File: src/include/sov_pkg.sv
/*
  Shared constants and carrier types for the safety override controller.
  Assumes a single 50 MHz module clock and synchronous contact inputs.
*/
package sov_pkg;

  // ==========================================================================
  // Timing
  // ==========================================================================
  localparam int unsigned CLK_PERIOD_NS    = 20;
  localparam int unsigned DEBOUNCE_TIME_NS = 1000;
  localparam int unsigned DEBOUNCE_CYCLES  = (DEBOUNCE_TIME_NS + CLK_PERIOD_NS - 1) / CLK_PERIOD_NS;

  // ==========================================================================
  // Sizes and reset values
  // ==========================================================================
  localparam int unsigned VOTE_WIDTH      = 3;
  localparam int unsigned NUM_OUT_MODULES = 4;
  localparam int unsigned NUM_OUTPUTS     = 8;
  localparam logic        OVR_RESET_VAL   = 1'b1;
  localparam logic        FAULT_RESET_VAL = 1'b0;

  // ==========================================================================
  // Register map for the plain register port
  // ==========================================================================
  localparam logic [3:0] REG_CTRL   = 4'h0;
  localparam logic [3:0] REG_STATUS = 4'h1;
  localparam logic [3:0] REG_LOCAL  = 4'h2;

  localparam int unsigned CTRL_POWER_UP_PHASE_BIT = 0;
  localparam int unsigned CTRL_APP_GLB_BIT = 1;

  localparam int unsigned STAT_GLB_BIT    = 0;
  localparam int unsigned STAT_FAULT_BIT  = 1;
  localparam int unsigned STAT_TUNE_BIT   = 2;
  localparam int unsigned STAT_SAFEK_BIT  = 3;
  localparam int unsigned STAT_LMVOTE_BIT = 4;

  localparam logic [15:0] CTRL_RESET_VAL  = 16'h0001;
  localparam logic [15:0] LOCAL_RESET_VAL = 16'h0000;

  // ==========================================================================
  // Carrier types
  // ==========================================================================
  typedef struct packed {
    logic [VOTE_WIDTH-1:0] set_n;
    logic                  clear;
  } sov_contacts_t;

  typedef struct packed {
    logic override_active;
    logic tuning_active;
    logic downstream_safe;
    logic fault;
  } sov_monitor_t;

endpackage : sov_pkg

File: src/hw/sov_ctrl.sv
/*
  Safety override controller: global and per-module override latches,
  2-out-of-3 contact voting, fault latch, tuning gate and monitor report.
  Assumes contact inputs are synchronous to i_mclk and that a power cycle
  is the only thing that asserts i_sys_rst.
*/
`timescale 1ns/1ps

module sov_ctrl
  import sov_pkg::*;
#(
  parameter int unsigned N_MOD    = NUM_OUT_MODULES,
  parameter int unsigned N_OUT    = NUM_OUTPUTS,
  parameter int unsigned DB_COUNT = DEBOUNCE_CYCLES
) (
  input  wire logic                  i_mclk,
  input  wire logic                  i_sys_rst,
  // Register port
  input  wire logic [3:0]            i_reg_addr,
  input  wire logic [15:0]           i_reg_wdata,
  input  wire logic                  i_reg_wr,
  input  wire logic                  i_reg_rd,
  output logic      [15:0]           o_reg_rdata,
  // Logic module contacts
  input  wire sov_contacts_t         i_lm_contacts,
  // Output module contacts
  input  wire sov_contacts_t [N_MOD-1:0] i_om_contacts,
  input  wire logic [N_MOD-1:0]      i_om_present,
  // Keys
  input  wire logic                  i_tuning_key,
  input  wire logic                  i_downstream_safe_key,
  // Power switch state feedback
  input  wire logic                  i_override_state_fb,
  // Tuning port
  input  wire logic [7:0]            i_tune_data,
  input  wire logic                  i_tune_valid,
  output logic                       o_tune_power,
  output logic      [7:0]            o_tune_data,
  output logic                       o_tune_valid,
  // Safety outputs
  input  wire logic [N_OUT-1:0]      i_normal_out [N_MOD],
  output logic      [N_OUT-1:0]      o_safe_out   [N_MOD],
  output logic      [N_MOD-1:0]      o_power_switch_closed,
  output logic                       o_global_override,
  // Remote monitor station report
  output sov_monitor_t               o_monitor
);

  // ==========================================================================
  // Elaboration checks
  // ==========================================================================
  // Local mask and readback are sixteen bits wide
  if (N_MOD < 1 || N_MOD > 16) begin : g_chk_mod
    $error("N_MOD out of range");
  end
  if (N_OUT < 1) begin : g_chk_out
    $error("N_OUT must be at least one");
  end
  if (DB_COUNT < 1) begin : g_chk_db
    $error("DB_COUNT must be at least one");
  end
  // The vote function serves exactly three set contacts
  if (VOTE_WIDTH != 3) begin : g_chk_vote
    $error("VOTE_WIDTH must be three");
  end

  localparam int unsigned NIN = (N_MOD + 1) * (VOTE_WIDTH + 1) + 2;
  localparam int unsigned CW  = $clog2(DB_COUNT + 1);

  function automatic logic vote2of3(input logic [2:0] v);
    vote2of3 = (v[0] & v[1]) | (v[0] & v[2]) | (v[1] & v[2]);
  endfunction : vote2of3

  // Set keys rest closed; a zero reset would fake a set vote and a fault
  function automatic logic [NIN-1:0] idle_inputs();
    logic [NIN-1:0] v;
    v = '0;
    for (int g = 0; g <= N_MOD; g++) begin
      v[g*(VOTE_WIDTH+1)+1 +: VOTE_WIDTH] = '1;
    end
    return v;
  endfunction : idle_inputs

  localparam logic [NIN-1:0] IDLE_IN = idle_inputs();

  // ==========================================================================
  // Input synchronise and debounce
  // ==========================================================================
  logic [NIN-1:0] raw_in;
  logic [NIN-1:0] sync1_q;
  logic [NIN-1:0] sync2_q;
  logic [NIN-1:0] db_q;

  always_comb begin
    raw_in = '0;
    raw_in[VOTE_WIDTH:0] = {i_lm_contacts.set_n, i_lm_contacts.clear};
    for (int m = 0; m < N_MOD; m++) begin
      raw_in[(m+1)*(VOTE_WIDTH+1) +: VOTE_WIDTH+1] = {i_om_contacts[m].set_n, i_om_contacts[m].clear};
    end
    raw_in[NIN-2] = i_tuning_key;
    raw_in[NIN-1] = i_downstream_safe_key;
  end

  always_ff @(posedge i_mclk or posedge i_sys_rst) begin
    if (i_sys_rst) begin
      sync1_q <= IDLE_IN;
      sync2_q <= IDLE_IN;
    end else begin
      sync1_q <= raw_in;
      sync2_q <= sync1_q;
    end
  end

  // Contacts that never settle keep their old value, so chatter cannot flip the latch
  genvar gi;
  generate
    for (gi = 0; gi < NIN; gi++) begin : g_db
      logic [CW-1:0] cnt_q;
      logic          bit_q;
      always_ff @(posedge i_mclk or posedge i_sys_rst) begin
        if (i_sys_rst) begin
          cnt_q <= '0;
          bit_q <= IDLE_IN[gi];
        end else if (sync2_q[gi] == bit_q) begin
          cnt_q <= '0;
        end else if (cnt_q == CW'(DB_COUNT - 1)) begin
          cnt_q <= '0;
          bit_q <= sync2_q[gi];
        end else begin
          cnt_q <= cnt_q + CW'(1);
        end
      end
      assign db_q[gi] = bit_q;
    end
  endgenerate

  // ==========================================================================
  // Contact decoding
  // ==========================================================================
  logic             lm_set_vote;
  logic             lm_keys_closed;
  logic             lm_clear;
  logic [N_MOD-1:0] om_set_vote;
  logic [N_MOD-1:0] om_keys_closed;
  logic [N_MOD-1:0] om_clear;
  logic             tune_key;
  logic             safe_key;

  always_comb begin
    // Inputs are high while the keyswitch is closed; an open key requests set
    lm_set_vote    = vote2of3(~db_q[VOTE_WIDTH:1]);
    lm_keys_closed = &db_q[VOTE_WIDTH:1];
    lm_clear       = db_q[0];
    for (int m = 0; m < N_MOD; m++) begin
      om_set_vote[m]    = vote2of3(~db_q[(m+1)*(VOTE_WIDTH+1)+1 +: VOTE_WIDTH]);
      om_keys_closed[m] = &db_q[(m+1)*(VOTE_WIDTH+1)+1 +: VOTE_WIDTH];
      om_clear[m]       = db_q[(m+1)*(VOTE_WIDTH+1)];
    end
    tune_key = db_q[NIN-2];
    safe_key = db_q[NIN-1];
  end

  // ==========================================================================
  // Register port
  // ==========================================================================
  logic [15:0] ctrl_q;
  logic [15:0] local_req_q;

  always_ff @(posedge i_mclk or posedge i_sys_rst) begin
    if (i_sys_rst) begin
      ctrl_q      <= CTRL_RESET_VAL;
      local_req_q <= LOCAL_RESET_VAL;
    end else if (i_reg_wr) begin
      if (i_reg_addr == REG_CTRL) begin
        ctrl_q <= i_reg_wdata;
      end else if (i_reg_addr == REG_LOCAL) begin
        local_req_q <= i_reg_wdata;
      end
    end
  end

  logic power_up_phase_set;
  logic app_global_set;

  assign power_up_phase_set    = ctrl_q[CTRL_POWER_UP_PHASE_BIT];
  assign app_global_set = ctrl_q[CTRL_APP_GLB_BIT];

  // ==========================================================================
  // Global override latch
  // ==========================================================================
  logic global_set_cond;
  logic clear_edge;
  logic lm_clear_prev_q;
  logic global_q;

  // Every output module sees the same majority; the logic module alone suffices
  assign global_set_cond = power_up_phase_set | app_global_set | lm_set_vote;

  always_ff @(posedge i_mclk or posedge i_sys_rst) begin
    if (i_sys_rst) begin
      lm_clear_prev_q <= 1'b0;
    end else begin
      lm_clear_prev_q <= lm_clear;
    end
  end

  // One momentary closure counts once; holding the clear contact does nothing more
  assign clear_edge = lm_clear & ~lm_clear_prev_q;

  always_ff @(posedge i_mclk or posedge i_sys_rst) begin
    if (i_sys_rst) begin
      global_q <= OVR_RESET_VAL;
    end else if (global_set_cond) begin
      global_q <= 1'b1;
    end else if (clear_edge && lm_keys_closed) begin
      global_q <= 1'b0;
    end
  end

  // ==========================================================================
  // Local override latches
  // ==========================================================================
  logic [N_MOD-1:0] local_q;

  generate
    for (gi = 0; gi < N_MOD; gi++) begin : g_local
      logic set_cond;
      logic latch_q;
      logic clr_prev_q;
      assign set_cond = local_req_q[gi] | om_set_vote[gi];
      always_ff @(posedge i_mclk or posedge i_sys_rst) begin
        if (i_sys_rst) begin
          latch_q    <= OVR_RESET_VAL;
          clr_prev_q <= 1'b0;
        end else begin
          clr_prev_q <= om_clear[gi];
          if (set_cond) begin
            latch_q <= 1'b1;
          end else if (om_clear[gi] && !clr_prev_q && om_keys_closed[gi]
                       && !global_set_cond && !global_q) begin
            latch_q <= 1'b0;
          end
        end
      end
      assign local_q[gi] = latch_q;
    end
  endgenerate

  // ==========================================================================
  // Fault latch
  // ==========================================================================
  logic fault_q;

  // Only the chassis reset clears this; override clears never touch it
  always_ff @(posedge i_mclk or posedge i_sys_rst) begin
    if (i_sys_rst) begin
      fault_q <= FAULT_RESET_VAL;
    end else if (lm_set_vote && !i_override_state_fb) begin
      fault_q <= 1'b1;
    end
  end

  // ==========================================================================
  // Safety outputs and power switches
  // ==========================================================================
  logic [N_MOD-1:0] mod_safe;

  assign mod_safe = local_q | {N_MOD{global_q | fault_q}} | ~i_om_present;

  generate
    for (gi = 0; gi < N_MOD; gi++) begin : g_out
      logic pwr_q;
      always_ff @(posedge i_mclk or posedge i_sys_rst) begin
        if (i_sys_rst) begin
          o_safe_out[gi] <= '0;
          pwr_q          <= 1'b0;
        end else begin
          // De-energise is the safe value
          o_safe_out[gi] <= mod_safe[gi] ? '0 : i_normal_out[gi];
          pwr_q          <= ~mod_safe[gi];
        end
      end
      assign o_power_switch_closed[gi] = pwr_q;
    end
  endgenerate

  // ==========================================================================
  // Tuning port gate
  // ==========================================================================
  always_ff @(posedge i_mclk or posedge i_sys_rst) begin
    if (i_sys_rst) begin
      o_tune_power <= 1'b0;
      o_tune_data  <= '0;
      o_tune_valid <= 1'b0;
    end else begin
      o_tune_power <= tune_key;
      o_tune_valid <= tune_key & i_tune_valid;
      if (tune_key && i_tune_valid) begin
        o_tune_data <= i_tune_data;
      end
    end
  end

  // ==========================================================================
  // Monitor report and status read
  // ==========================================================================
  always_ff @(posedge i_mclk or posedge i_sys_rst) begin
    if (i_sys_rst) begin
      o_monitor         <= '0;
      o_global_override <= OVR_RESET_VAL;
    end else begin
      o_monitor.override_active <= global_q | (|local_q);
      o_monitor.tuning_active   <= tune_key;
      o_monitor.downstream_safe <= safe_key;
      o_monitor.fault           <= fault_q;
      o_global_override         <= global_q;
    end
  end

  logic [15:0] status_w;

  always_comb begin
    status_w                  = '0;
    status_w[STAT_GLB_BIT]    = global_q;
    status_w[STAT_FAULT_BIT]  = fault_q;
    status_w[STAT_TUNE_BIT]   = tune_key;
    status_w[STAT_SAFEK_BIT]  = safe_key;
    status_w[STAT_LMVOTE_BIT] = lm_set_vote;
  end

  always_ff @(posedge i_mclk or posedge i_sys_rst) begin
    if (i_sys_rst) begin
      o_reg_rdata <= '0;
    end else if (i_reg_rd) begin
      if (i_reg_addr == REG_CTRL) begin
        o_reg_rdata <= ctrl_q;
      end else if (i_reg_addr == REG_STATUS) begin
        o_reg_rdata <= status_w;
      end else if (i_reg_addr == REG_LOCAL) begin
        o_reg_rdata <= 16'(local_q);
      end else begin
        o_reg_rdata <= '0;
      end
    end else begin
      o_reg_rdata <= '0;
    end
  end

endmodule : sov_ctrl

File: config.mk
export PLATFORM = sky130hd
export DESIGN_NAME = sov_ctrl
export DESIGN_NICKNAME = d
export VERILOG_FILES = /design/src/include/sov_pkg.sv /design/src/hw/sov_ctrl.sv
export SDC_FILE = /design/constraint.sdc
export NUM_CORES = 1
export LEC_CHECK = 0
export BUFFER_PORTS_ARGS = -buffer_cell sky130_fd_sc_hd__buf_4
export CORE_ASPECT_RATIO = 0.7
export CORE_UTILIZATION = 50
export CTS_BUF_LIST = sky130_fd_sc_hd__clkbuf_8
export CTS_CLUSTER_DIAMETER = 40
export CTS_CLUSTER_SIZE = 12
export DETAILED_ROUTE_END_ITERATION = 8
export MAX_ROUTING_LAYER = met4
export PLACE_DENSITY = 0.71
export SLEW_MARGIN = 20
export SYNTH_ARGS = -nofsm -noshare
export SYNTH_HDL_FRONTEND = slang
export SYNTH_SLANG_ARGS = --single-unit
File: constraint.sdc
create_clock -name i_mclk -period 13.45 [get_ports i_mclk]
set_input_delay 2.0175 -clock i_mclk [delete_from_list [all_inputs] [get_ports i_mclk]]
set_output_delay 2.0175 -clock i_mclk [all_outputs]
set_load 0.005 [all_outputs]
======== Word-level counts from Yosys, hierarchy flattened ========
Cells that the tools add are included.
word-level totals
  logic and storage cells ................. 338
  output and inout port bits .............. 67
  input port bits ......................... 92
  bits in registers ....................... 295
operators by class
  equal/unequal tests ..................... 46
  mux-type cells .......................... 62
  $add $sub $neg .......................... 22
  bitwise gates (word level) .............. 71
  reduce and logical (&&, ||, !) cells .... 62
operator list
  cell                   number
  $mux W6                44
  $add A6 B1 Y6 const B  22
  $eq A6 B6 Y1 const B   22
  $reduce_and A2 Y1      23
  $mux W16               2
  $mux W8                4
  $not A1 Y1             28
  $eq A1 B1 Y1           22
  $logic_and A1 B1 Y1    19
  $or A1 B1 Y1           18
  $reduce_and A3 Y1      6
  $and A1 B1 Y1          17
  $not A3 Y3             5
  $mux W1                10
  $reduce_bool A2 Y1     5
  $or A4 B4 Y4           2
  $logic_not A1 Y1       7
  $mux W5                1
  $eq A4 B1 Y1 const B   1
  $eq A4 B2 Y1 const B   1
  $logic_not A4 Y1       1
  $mux W4                1
  $not A4 Y4             1
  $reduce_or A4 Y1       1

======== Depth between registers and ports, before layout ========
Gate-level depths: netlist (run 1).
  word-level depth ........................ 10
  depth in mapped cells ................... 5
  gate-level depth less buffers ........... 5

======== Least setup slack after synthesis (run 1) ========
OpenSTA, ideal clock, no wires.
  path type ............................... input to register
  start point ............................. in i_reg_addr[3]
  end point ............................... reg o_reg_rdata[10]
  setup time .............................. 64 ps
  cell stages on the path ................. 5
  data required time ...................... 13386 ps
  buffers on the path ..................... 2
  arrival ................................. 2899 ps
  slack ................................... 10487 ps
  cells stage by stage .................... or3b_1 > buf_6 > nor3_4 > buf_6 > and2_2
between the ends
  word-level cells in the longest chain between the ends .. 3
ends and longest elaborated chain
  what                    RTL line         source
  start: declaration      sov_ctrl.sv:19   input wire logic [3:0] i_reg_addr,
  $logic_not A4 Y1        sov_ctrl.sv:335  if (i_reg_addr == REG_CTRL) begin
  $mux W16                sov_ctrl.sv:335
  $mux W16                sov_ctrl.sv:334  end else if (i_reg_rd) begin
  end signal: assignment  sov_ctrl.sv:336  o_reg_rdata <= ctrl_q;
  end signal: assignment  sov_ctrl.sv:338  o_reg_rdata <= status_w;
  end signal: assignment  sov_ctrl.sv:340  o_reg_rdata <= 16'(local_q);
  end: declaration        sov_ctrl.sv:23   output logic [15:0] o_reg_rdata,
No other way between the ends.
A chain may end at the register's enable or synchronous reset.

======== Worst setup path after layout (run 1) ========
  start point ............................. reg o_global_override
  end point ............................... out o_global_override
RTL lines
  what                      RTL line         source
  start: declaration        sov_ctrl.sv:44   output logic o_global_override,
  start signal: assignment  sov_ctrl.sv:316  o_global_override <= global_q;
No word-level cell between the ends.

==> summary.txt, run 1 <==
status - complete, no violations
post-cts sizing count - 0
Antenna Nets Post-Route - 0
Sw Ratio - 0.2291
Setup crit end kind - output port
Seq/Total Area, Yosys - 0.6313
starting density of the core - 0.5150
Post-Synth Adder-Cell Area - 0.04752
Routed wire per std cell - 14.02 um
multiplexer area fraction after synthesis - 0.05112
Int Power - 1.270 mW
fill count - 1,828
Post-CTS Setup Bufs - 0
Mapped Nets - 1,072
Final Hold Viols - 0
Reg clk slew, reported paths - 80 ps
Simple-Gate Fraction of Synth Area - 0.1469
cell row count - 46
First-pass DRT Iterations - 4
start point of the critical path - o_global_override
Routed Wire Length - 20,380 um
layout cells sized above 1 - 0.2785
aggregate negative setup slack - 0 ps
Post-synth EDFFs - 0
worst hold slack - 346.1 ps
clock buffer depth - 3
Placement Setup Slack - 9782 ps
Core Area - 22,910 sq um
CTS tree - done
CTS sink count - 295
Final Max Tran Viols - 0
Buf+Inv Stages, Crit Path - 1
GRT overflow - 0
Logic pwr share - 0.061
clock network power share - 0.358
top cell type's share of synthesized area - 0.5155
Levels on crit path - 1
asr flop ratio synth - 1.000
dpl hpwl - 14,170 um
Final Skew - 9.812 ps
count of cell types in the netlist - 35
top cells by area, synth - dfrtp_1 52%, dfstp_2 12%, xor2_1 4.9%
Post-Syn Area per Cell - 12.60 sq um
fraction of power consumed by sequential logic - 0.581
area grow syn2layout - 18.29%
H-tree levels - 1
final setup vio count - 0
Worst Path Arrival - 1190 ps
Top-Level Pins - 159
R2R depth - 3
via count - 7,189
DR iter-0 viols - 350
vias in the first global route - 6,942
Min-Delay Path Depth - 0
GRT Resource Usage Total - 0.1778
CP Cell Sequence - buf_4
met2 wire length - 9134 um
final period utilization - 0.2388
WL met3 - 1054 um
critical hold path startpoint - sync1_q[12]
Max stage delay on crit path - 520 ps
antenna violations before repair - 0
minimum clock period after layout - 3211 ps
register area - 7447 sq um
CP max FO - 1
Slowest cell on crit path - dfstp_2
Final WS setup - 10,240 ps
critical path class - register to output port
worst IR drop on VDD - 88.08 uV
crit start category - register
Via density - 4.944
first-pass GRT wire length - 33,470 um
synthesized-area fraction occupied by xor and xnor cells - 0.06534
CTS Root Cell - clkbuf_8
Post-Syn Instances - 936
FMAX - 311.4 MHz
sw power - 0.3776 mW
max cap viols - 0
Synth area leader - dfrtp_1
Worst Tran Pin Value - 952.9 ps
class of the worst hold path - register to register
Worst path top cell family by delay - flip-flops
LEAKAGE - 6.749 nW
Die ar. - 24,220 sq um
largest family of logic cells by synthesized area - simple AND/OR/NAND/NOR gates
Top Metal Used - met4
Cell Area, Synth - 11,800 sq um
Seq cells post-synth - 295
Slew HR - 0.3647
pin count of the biggest net entering global routing - 179
die height - 130.5 um
# diodes - 0
compound-gate portion of the synthesized area - 0.04094
most instantiated library cell after synthesis - dfrtp_1
reg2reg start - g_db[3].bit_q
Multi-input gate area - 4150 sq um
Die X - 185.6 um
IO Port Bufs - 158
NumNets Final - 1,254
number of hold buffers added after CTS - 0
CTS buffer count - 31
Post-synth top cells - 243 x dfrtp_1, 139 x nor2_1, 66 x xor2_1, 57 x nand3_1, 52 x dfstp_2
required time worst endpoint - 11,430 ps
DRC viols - 0
ys flop type - dfrtp_1
GP Congestion - 0.7640
Synth Warn # - 0
M1 WL - 9731 um
RSZ-0062 raised after global routing - no
power per cell area - 118.1 nW/um^2
overall power - 1.648 mW
Util after Layout - 0.6091
worst skew pair latency - 570 ps
metal layers:
metal  up-vias  global-route usage
met2       140              0.2694
met1      3488              0.2469
met3        47             0.03492
met5         -                   -
li1       3514                   -
met4         0             0.04677
sequential cells by signal, summed over array words and instances (netlist names):
| signal | flops |
|---|---|
| g_db.cnt_q | 132 |
| o_safe_out | 32 |
| g_db.bit_q | 22 |
| sync1_q | 22 |
| sync2_q | 22 |
| ctrl_q | 16 |
| o_reg_rdata | 16 |
| o_tune_data | 8 |
| g_local.clr_prev_q | 4 |
| g_local.latch_q | 4 |
| g_out.pwr_q | 4 |
| local_req_q | 4 |
| o_monitor | 4 |
| fault_q | 1 |
| global_q | 1 |
| lm_clear_prev_q | 1 |
| o_global_override | 1 |
| o_tune_valid | 1 |
stage by stage:
step	cell area (sq um)	std cells
2_1_floorplan	11800	936
3_3_place_gp	13310	1397
3_5_place_dp	13310	1397
4_1_cts	13950	1454
5_1_grt	13950	1454
6_report	13950	1454
path summary, 6_finish.rpt:
kind                                 endpoint  slack, ps
min in group asynchronous   g_db[11].cnt_q[1]       1570
max in group asynchronous      o_safe_out[29]      10490
hold reg to reg                   sync2_q[12]        350
setup reg to reg           g_local[0].latch_q      11990
hold / removal                    sync2_q[12]        350
setup / recovery            o_global_override      10240
layout make-up:
type,count,area share
Clock buffer,34,0.03354
Multi-Input combinational cell,603,0.2974
Sequential cell,295,0.5337
Tap cell,312,0.02798
Timing Repair Buffer,159,0.08644
Clock inverter,23,0.01282
Inverter,28,0.008070
placed cells by master (no fill, tap or decap), types with 2 or more instances in the layout:
master and instances:
dfrtp_1 243, buf_4 158, nor2_1 139, xor2_1 66, nand3_1 57, dfstp_2 52
mux2_2 46, ha_1 44, inv_1 43, clkbuf_8 34, and2_1 33, o21ai_0 31
nand2_1 28, a21oi_1 26, nand4b_1 22, o21ai_1 22, xnor2_1 22, or3_1 22
and2_2 10, nand4_1 5, mux2_1 4, mux2i_1 4, a2bb2oi_1 4, nor4b_4 4
o211ai_1 4, bufinv_16 3, clkinvlp_4 2
power by group through the flow:
stage	Combinational [mW]	Clock, mW	Sequential, mW
floorplan	0.0663	0	0.966
global placement	0.101	0	0.973
detailed placement	0.104	0	0.974
CTS	0.104	0.615	0.958
global route	0.116	0.647	0.963
finish	0.101	0.589	0.958
cells by family after synthesis:
group,count (synthesis)
AOI/OAI and AO/OA,89
buffers and inverters,38
adders and majority gates,45
DFF,295
xor gates and xnor gates,88
muxes,54
and+or+nand+nor,327
No activity file was read; power rests on OpenSTA's default activity.
==> run 2: changes to the inputs <==
==> constraint.sdc (replaced) <==
create_clock -name i_mclk -period 3 [get_ports i_mclk]
set_input_delay 0.45 -clock i_mclk [delete_from_list [all_inputs] [get_ports i_mclk]]
set_output_delay 0.45 -clock i_mclk [all_outputs]
set_load 0.005 [all_outputs]
==> run 2 against run 1 <==
- sequential power grew to 4.5 times the previous value
- worst setup slack worse by 8800 ps
- register-to-register slack worse by 10000 ps
- largest cell class unchanged
- combinational power grew to 4.6 times the previous value
- non-clock buffer count is 7 higher
- total power grew to 4.6 times the previous value
- design area is 1.1% higher
- sequential cell count stayed put
- count of clock-buffer cells in the layout is 7 higher
- core utilization is 0.68 points higher
==> summary.txt, run 2 (synthesis gave the netlist of run 1 again) <==
status - complete, no violations (unchanged)
clock buffer depth - 3 (unchanged)
vias in the first global route - 6,993 (was 6,942)
worst skew pair latency - 520 ps (was 570 ps)
max cap viols - 0 (unchanged)
clock network power share - 0.373 (was 0.358)
Via density - 4.902 (was 4.944)
CTS tree - done (unchanged)
WL met3 - 1136 um (was 1054 um)
cell row count - 46 (unchanged)
Final Max Tran Viols - 0 (unchanged)
DRC viols - 0 (unchanged)
Top Registers - g_db.cnt_q: 132 flops, o_safe_out: 32 flops (unchanged)
# diodes - 0 (unchanged)
RSZ-0062 raised after global routing - no (unchanged)
final instance area - 14,110 sq um (was 13,950 sq um)
final setup vio count - 0 (unchanged)
Worst Tran Pin Value - 727.4 ps (was 952.9 ps)
via count - 7,186 (was 7,189)
CTS Root Cell - clkbuf_8 (unchanged)
first-pass GRT wire length - 34,130 um (was 33,470 um)
Final Hold Viols - 0 (unchanged)
Int Power - 5.837 mW (was 1.270 mW)
area grow syn2layout - 19.60% (was 18.29%)
placed inst area - 13,390 sq um (was 13,310 sq um)
GRT Resource Usage Total - 0.1829 (was 0.1778)
final period utilization - 0.5274
IO Port Bufs - 158 (unchanged)
commonest non-fill, non-tap cells in the layout - 243 x dfrtp_1, 162 x buf_4, 139 x nor2_1 (was 243 x dfrtp_1, 158 x buf_4, 139 x nor2_1)
LEAKAGE - 6.821 nW (was 6.749 nW)
Sw Ratio - 0.2308 (was 0.2291)
M1 WL - 9987 um (was 9731 um)
First-pass DRT Iterations - 4 (unchanged)
pin count of the biggest net entering global routing - 62 (was 179)
GRT overflow - 0 (unchanged)
crit start category - register (unchanged)
Max stage delay on crit path - 520 ps (about the same)
Post-CTS Setup Bufs - 0 (unchanged)
Antenna Nets Post-Route - 0 (unchanged)
layout cells sized above 1 - 0.2903 (was 0.2785)
GP Congestion - 0.8002 (was 0.7640)
Buf+Inv Stages, Crit Path - 1 (unchanged)
class of the worst hold path - input port to register (was register to register)
met2 wire length - 9305 um (was 9134 um)
worst IR drop on VDD - 472.9 uV (was 88.08 uV)
start point of the critical path - o_global_override (unchanged)
CP max FO - 1 (unchanged)
FMAX - 632.0 MHz
required time worst endpoint - 2550 ps (was 11,430 ps)
H-tree levels - 2 (was 1)
number of hold buffers added after CTS - 0 (unchanged)
Slew HR - 0.5141 (was 0.3647)
reg2reg start - g_db[3].bit_q (unchanged)
Top Metal Used - met4 (unchanged)
Worst path top cell family by delay - flip-flops (unchanged)
DR iter-0 viols - 323 (was 350)
Largest register FFs - 132 (unchanged)
CTS sink count - 295 (unchanged)
Setup crit end kind - output port (unchanged)
commonest non-fill, non-tap cell in the layout - dfrtp_1 (unchanged)
Slowest cell on crit path - dfstp_2 (unchanged)
Util after Layout - 0.6159 (was 0.6091)
Logic pwr share - 0.061 (about the same)
power per cell area - 537.8 nW/um^2 (was 118.1 nW/um^2)
critical path class - register to output port (unchanged)
Top-Level Pins - 159 (unchanged)
Reg clk slew, reported paths - 70 ps (was 80 ps)
Routed wire per std cell - 14.12 um (was 14.02 um)
Core Area - 22,910 sq um (unchanged)
fraction of power consumed by sequential logic - 0.566 (was 0.581)
Die ar. - 24,220 sq um (unchanged)
die height - 130.5 um (unchanged)
starting density of the core - 0.5150 (unchanged)
antenna violations before repair - 0 (unchanged)
Final Skew - 17.44 ps (was 9.812 ps)
sw power - 1.751 mW (was 0.3776 mW)
Die X - 185.6 um (unchanged)
post-cts sizing count - 0 (unchanged)
Routed Wire Length - 20,700 um (was 20,380 um)
Largest Register - g_db.cnt_q (unchanged)
NumNets Final - 1,264 (was 1,254)
dpl hpwl - 14,840 um (was 14,170 um)
CP Cell Sequence - buf_4 (unchanged)
critical hold path startpoint - i_lm_contacts[2] (was sync1_q[12])
minimum clock period after layout - 1582 ps
CTS buffer count - 34 (was 31)
Worst Path Arrival - 1130 ps (was 1190 ps)
## run 2: cell count changes in the layout (fill, tap and decap cells not counted), sizes merged
cell,change
bufinv,-1
buf,+7
clkinv,+3
clkbuf,+7
inv,-4
## run 2: per-layer routing
metal	up-vias	GRT usage
li1	3536	-
met3	28	0.04157
met5	-	-
met4	0	0.04870
met2	136	0.2734
met1	3486	0.2533
## run 2: layout make-up
class	count	area (sq um)
Tap cell	312	390.4
Clock inverter	21	151.4
Sequential cell	295	7447
Multi-Input combinational cell	603	4150
Timing Repair Buffer	166	1296
Clock buffer	41	564.3
Fill cell	1868	8798
Inverter	28	108.9
## run 2: worst paths after layout
check | to | slack, ps | depth (start not counted)
worst max-delay path | o_global_override | 1420 | 1
worst min-delay path | sync1_q[2] | 40 | 1
worst max register to register | g_local[0].latch_q | 1580 | 3
worst min register to register | sync2_q[0] | 350 | 0
max in group asynchronous | sync2_q[6] | 2100 | 3
min in group asynchronous | o_safe_out[13] | 50 | 2
## run 2: stage by stage
step	power (mW)	TNS (ps)	setup WS (ps)	std cells	hold WS, ps
6_report	7.588	0	1418	1466	38.28
3_5_place_dp	4.846	0	1249	1404	334.7
4_1_cts	7.711	0	1390	1466	2.841
3_3_place_gp	4.826	0	1268	1404	333.1
2_1_floorplan	4.632	-336840	-1325	936	331.2
5_1_grt	7.954	0	1374	1466	4.030
## run 2: power by group through the flow
stage / logic [mW] / clock network [mW] / registers (mW)
floorplan: 0.298 / 0 / 4.33
global placement: 0.464 / 0 / 4.36
finish: 0.465 / 2.83 / 4.29
detailed placement: 0.478 / 0 / 4.37
CTS: 0.480 / 2.94 / 4.29
global route: 0.538 / 3.10 / 4.32
## run 2: worst reg2reg max path, cell delays in order, from the launching register on
cell and delay [ps]:
dfstp_2 390, maj3_1 450, and3b_1 290, o211ai_1 190
==> run 3: changes to the inputs <==
--- a/config.mk
+++ b/config.mk
@@ -13,7 +13,7 @@
 export CTS_CLUSTER_SIZE = 12
 export DETAILED_ROUTE_END_ITERATION = 8
 export MAX_ROUTING_LAYER = met4
-export PLACE_DENSITY = 0.71
+export PLACE_DENSITY = 0.74
 export SLEW_MARGIN = 20
 export SYNTH_ARGS = -nofsm -noshare
 export SYNTH_HDL_FRONTEND = slang
==> constraint.sdc (replaced) <==
create_clock -name i_mclk -period 1.4 [get_ports i_mclk]
set_input_delay 0.21 -clock i_mclk [delete_from_list [all_inputs] [get_ports i_mclk]]
set_output_delay 0.21 -clock i_mclk [all_outputs]
set_load 0.005 [all_outputs]
==> run 3 against run 2 <==
- count of clock-buffer cells in the layout decreased by 1
- largest power group unchanged
- critical path type unchanged
- wire length rose by 11%
- highest routed layer unchanged
- clock skew up 3.4 ps
==> summary.txt, run 3 (synthesis gave the netlist of run 1 again) <==
first-pass GRT wire length - 36,800 um (was 34,130 um)
via count - 7,755 (was 7,186)
R2R depth - 5 (was 3)
Final Skew - 20.87 ps (was 17.44 ps)
Die ar. - 24,220 sq um (unchanged)
final setup vio count - 0 (unchanged)
Buf+Inv Stages, Crit Path - 1 (unchanged)
Slew HR - 0.6712 (was 0.5141)
IO Port Bufs - 158 (unchanged)
First-pass DRT Iterations - 4 (unchanged)
Max stage delay on crit path - 540 ps (was 520 ps)
placed inst area - 13,630 sq um (was 13,390 sq um)
status - complete, no violations (unchanged)
GP Congestion - 0.7653 (was 0.8002)
CTS tree - done (unchanged)
Worst path top cell family by delay - flip-flops (unchanged)
critical hold path startpoint - i_om_present[1] (was i_lm_contacts[2])
reg2reg start - g_db[21].cnt_q[1] (was g_db[3].bit_q)
class of the worst hold path - input port to register (unchanged)
Largest Register - g_db.cnt_q (unchanged)
Routed Wire Length - 22,970 um (was 20,700 um)
Top-Level Pins - 159 (unchanged)
Layout Cells excl Fill - 1,590 (was 1,466)
fraction of power consumed by sequential logic - 0.556 (was 0.566)
DR iter-0 viols - 348 (was 323)
area grow syn2layout - 29.51% (was 19.60%)
worst IR drop on VDD - 888.1 uV (was 472.9 uV)
H-tree levels - 2 (unchanged)
layout cells sized above 1 - 0.2989 (was 0.2903)
Logic pwr share - 0.078 (was 0.061)
r2r setup slk - 50 ps (was 1580 ps)
CTS buffer count - 34 (unchanged)
minimum clock period after layout - 1357 ps
Setup crit end kind - output port (unchanged)
Slowest cell on crit path - dfstp_2 (unchanged)
Largest register FFs - 132 (unchanged)
Worst Path Arrival - 1150 ps (was 1130 ps)
overall power - 16.52 mW (was 7.588 mW)
Cells after DPL - 1,436 (was 1,404)
clock buffer depth - 3 (unchanged)
Antenna Nets Post-Route - 0 (unchanged)
crit start category - register (unchanged)
LEAKAGE - 7.365 nW (was 6.821 nW)
commonest non-fill, non-tap cells in the layout - 243 x dfrtp_1, 203 x buf_4, 135 x nor2_1 (was 243 x dfrtp_1, 162 x buf_4, 139 x nor2_1)
final instance area - 15,280 sq um (was 14,110 sq um)
Sw Ratio - 0.2330 (was 0.2308)
Worst Tran Pin Value - 493.3 ps (was 727.4 ps)
final period utilization - 0.9694
Int Power - 12.67 mW (was 5.837 mW)
clock network power share - 0.365 (was 0.373)
commonest non-fill, non-tap cell in the layout - dfrtp_1 (unchanged)
RSZ-0062 raised after global routing - yes (was no)
Reg clk slew, reported paths - 80 ps (was 70 ps)
Top Registers - g_db.cnt_q: 132 flops, o_safe_out: 32 flops (unchanged)
required time worst endpoint - 1190 ps (was 2550 ps)
Core Area - 22,910 sq um (unchanged)
Die X - 185.6 um (unchanged)
Hold EP - g_out[1].pwr_q (was sync1_q[2])
dpl hpwl - 15,250 um (was 14,840 um)
pin count of the biggest net entering global routing - 77 (was 62)
# diodes - 0 (unchanged)
vias in the first global route - 7,645 (was 6,993)
Min-Delay Path Depth - 3 (was 1)
power per cell area - 1082 nW/um^2 (was 537.8 nW/um^2)
CP max FO - 1 (unchanged)
die height - 130.5 um (unchanged)
RR Endpoint - g_db[21].bit_q (was g_local[0].latch_q)
Final WS setup - 42.78 ps (was 1418 ps)
GRT Resource Usage Total - 0.1987 (was 0.1829)
max cap viols - 0 (unchanged)
CP Cell Sequence - buf_6 (was buf_4)
Via density - 4.877 (was 4.902)
CTS Root Cell - clkbuf_8 (unchanged)
Final Max Tran Viols - 0 (unchanged)
worst hold slack - 105.3 ps (was 38.28 ps)
cell row count - 46 (unchanged)
antenna violations before repair - 0 (unchanged)
NumNets Final - 1,389 (was 1,264)
GRT overflow - 0 (unchanged)
starting density of the core - 0.5150 (unchanged)
worst skew pair latency - 530 ps (was 520 ps)
DRC viols - 0 (unchanged)
critical path class - register to output port (unchanged)
sw power - 3.850 mW (was 1.751 mW)
Placement Setup Slack - -6.875 ps (was 1249 ps)
FMAX - 736.8 MHz
Final Hold Viols - 0 (unchanged)
Routed wire per std cell - 14.45 um (was 14.12 um)
CTS sink count - 295 (unchanged)
-- run 3: changes by cell type in the layout (fill, tap and decap cells not counted), sizes merged --
cell | previous run | this run
inv | 40 | 41
clkinv | 5 | 4
clkbuf | 41 | 40
buf | 166 | 208
dlygate4sd3 | 0 | 83
-- run 3: repair_timing --
action | in CTS | in global routing
hold buffers | 83 | 0
gates resized for setup | 0 | 11
setup buffers | 0 | 10
endpoints found under the setup margin | 0 | 25
hold endpoints to repair | 173 | 0
-- run 3: final cells by class --
| cell class | instances | area [sq um] |
|---|---|---|
| clock inverter | 21 | 156.4 |
| fill | 1676 | 7630 |
| sequential | 295 | 7447 |
| multi-input combinational | 603 | 4178 |
| clock buffer | 40 | 550.5 |
| timing repair buffer | 291 | 2446 |
| tap | 312 | 390.4 |
| inverter | 28 | 108.9 |
-- run 3: how the worst max path moves through the flow --
stage | from | endpoint | slack [ps] | cells past startpoint
2_1_floorplan | i_sys_rst | ctrl_q[10] | -2680 | 1
3_3_place_gp | i_reg_addr[3] | o_reg_rdata[4] | 10 | 4
3_5_place_dp | i_reg_addr[3] | o_reg_rdata[4] | -7 | 4
4_1_cts | o_global_override | o_global_override | 9 | 1
5_1_grt | g_db[6].cnt_q[1] | g_db[6].bit_q | -8 | 5
6_report | o_global_override | o_global_override | 40 | 1
-- run 3: through the flow --
step,setup TNS (ps),utilization
CTS,0,0.6623
finish,0,0.6669
global route,-17.81,0.6669
global placement,0,0.5952
detailed placement,-6.875,0.5952
floorplan,-738040,-
-- run 3: per-layer routing --
metal | vias to the layer above | part of all wire | routed length, um | track usage
li1 | 3791 | - | - | -
met1 | 3771 | 0.47 | 10710 | 0.2594
met2 | 160 | 0.47 | 10800 | 0.3192
met3 | 33 | 0.050 | 1140 | 0.04157
met4 | 0 | 0.014 | 317 | 0.05111
met5 | - | 0 | 0 | -
-- run 3: power groups by stage --
stage,Clock [mW],Sequential [mW],Combinational (mW)
2_1_floorplan,0,9.29,0.638
3_3_place_gp,0,9.34,1.05
3_5_place_dp,0,9.35,1.08
4_1_cts,6.24,9.19,1.28
5_1_grt,6.64,9.24,1.46
6_report,6.04,9.19,1.30
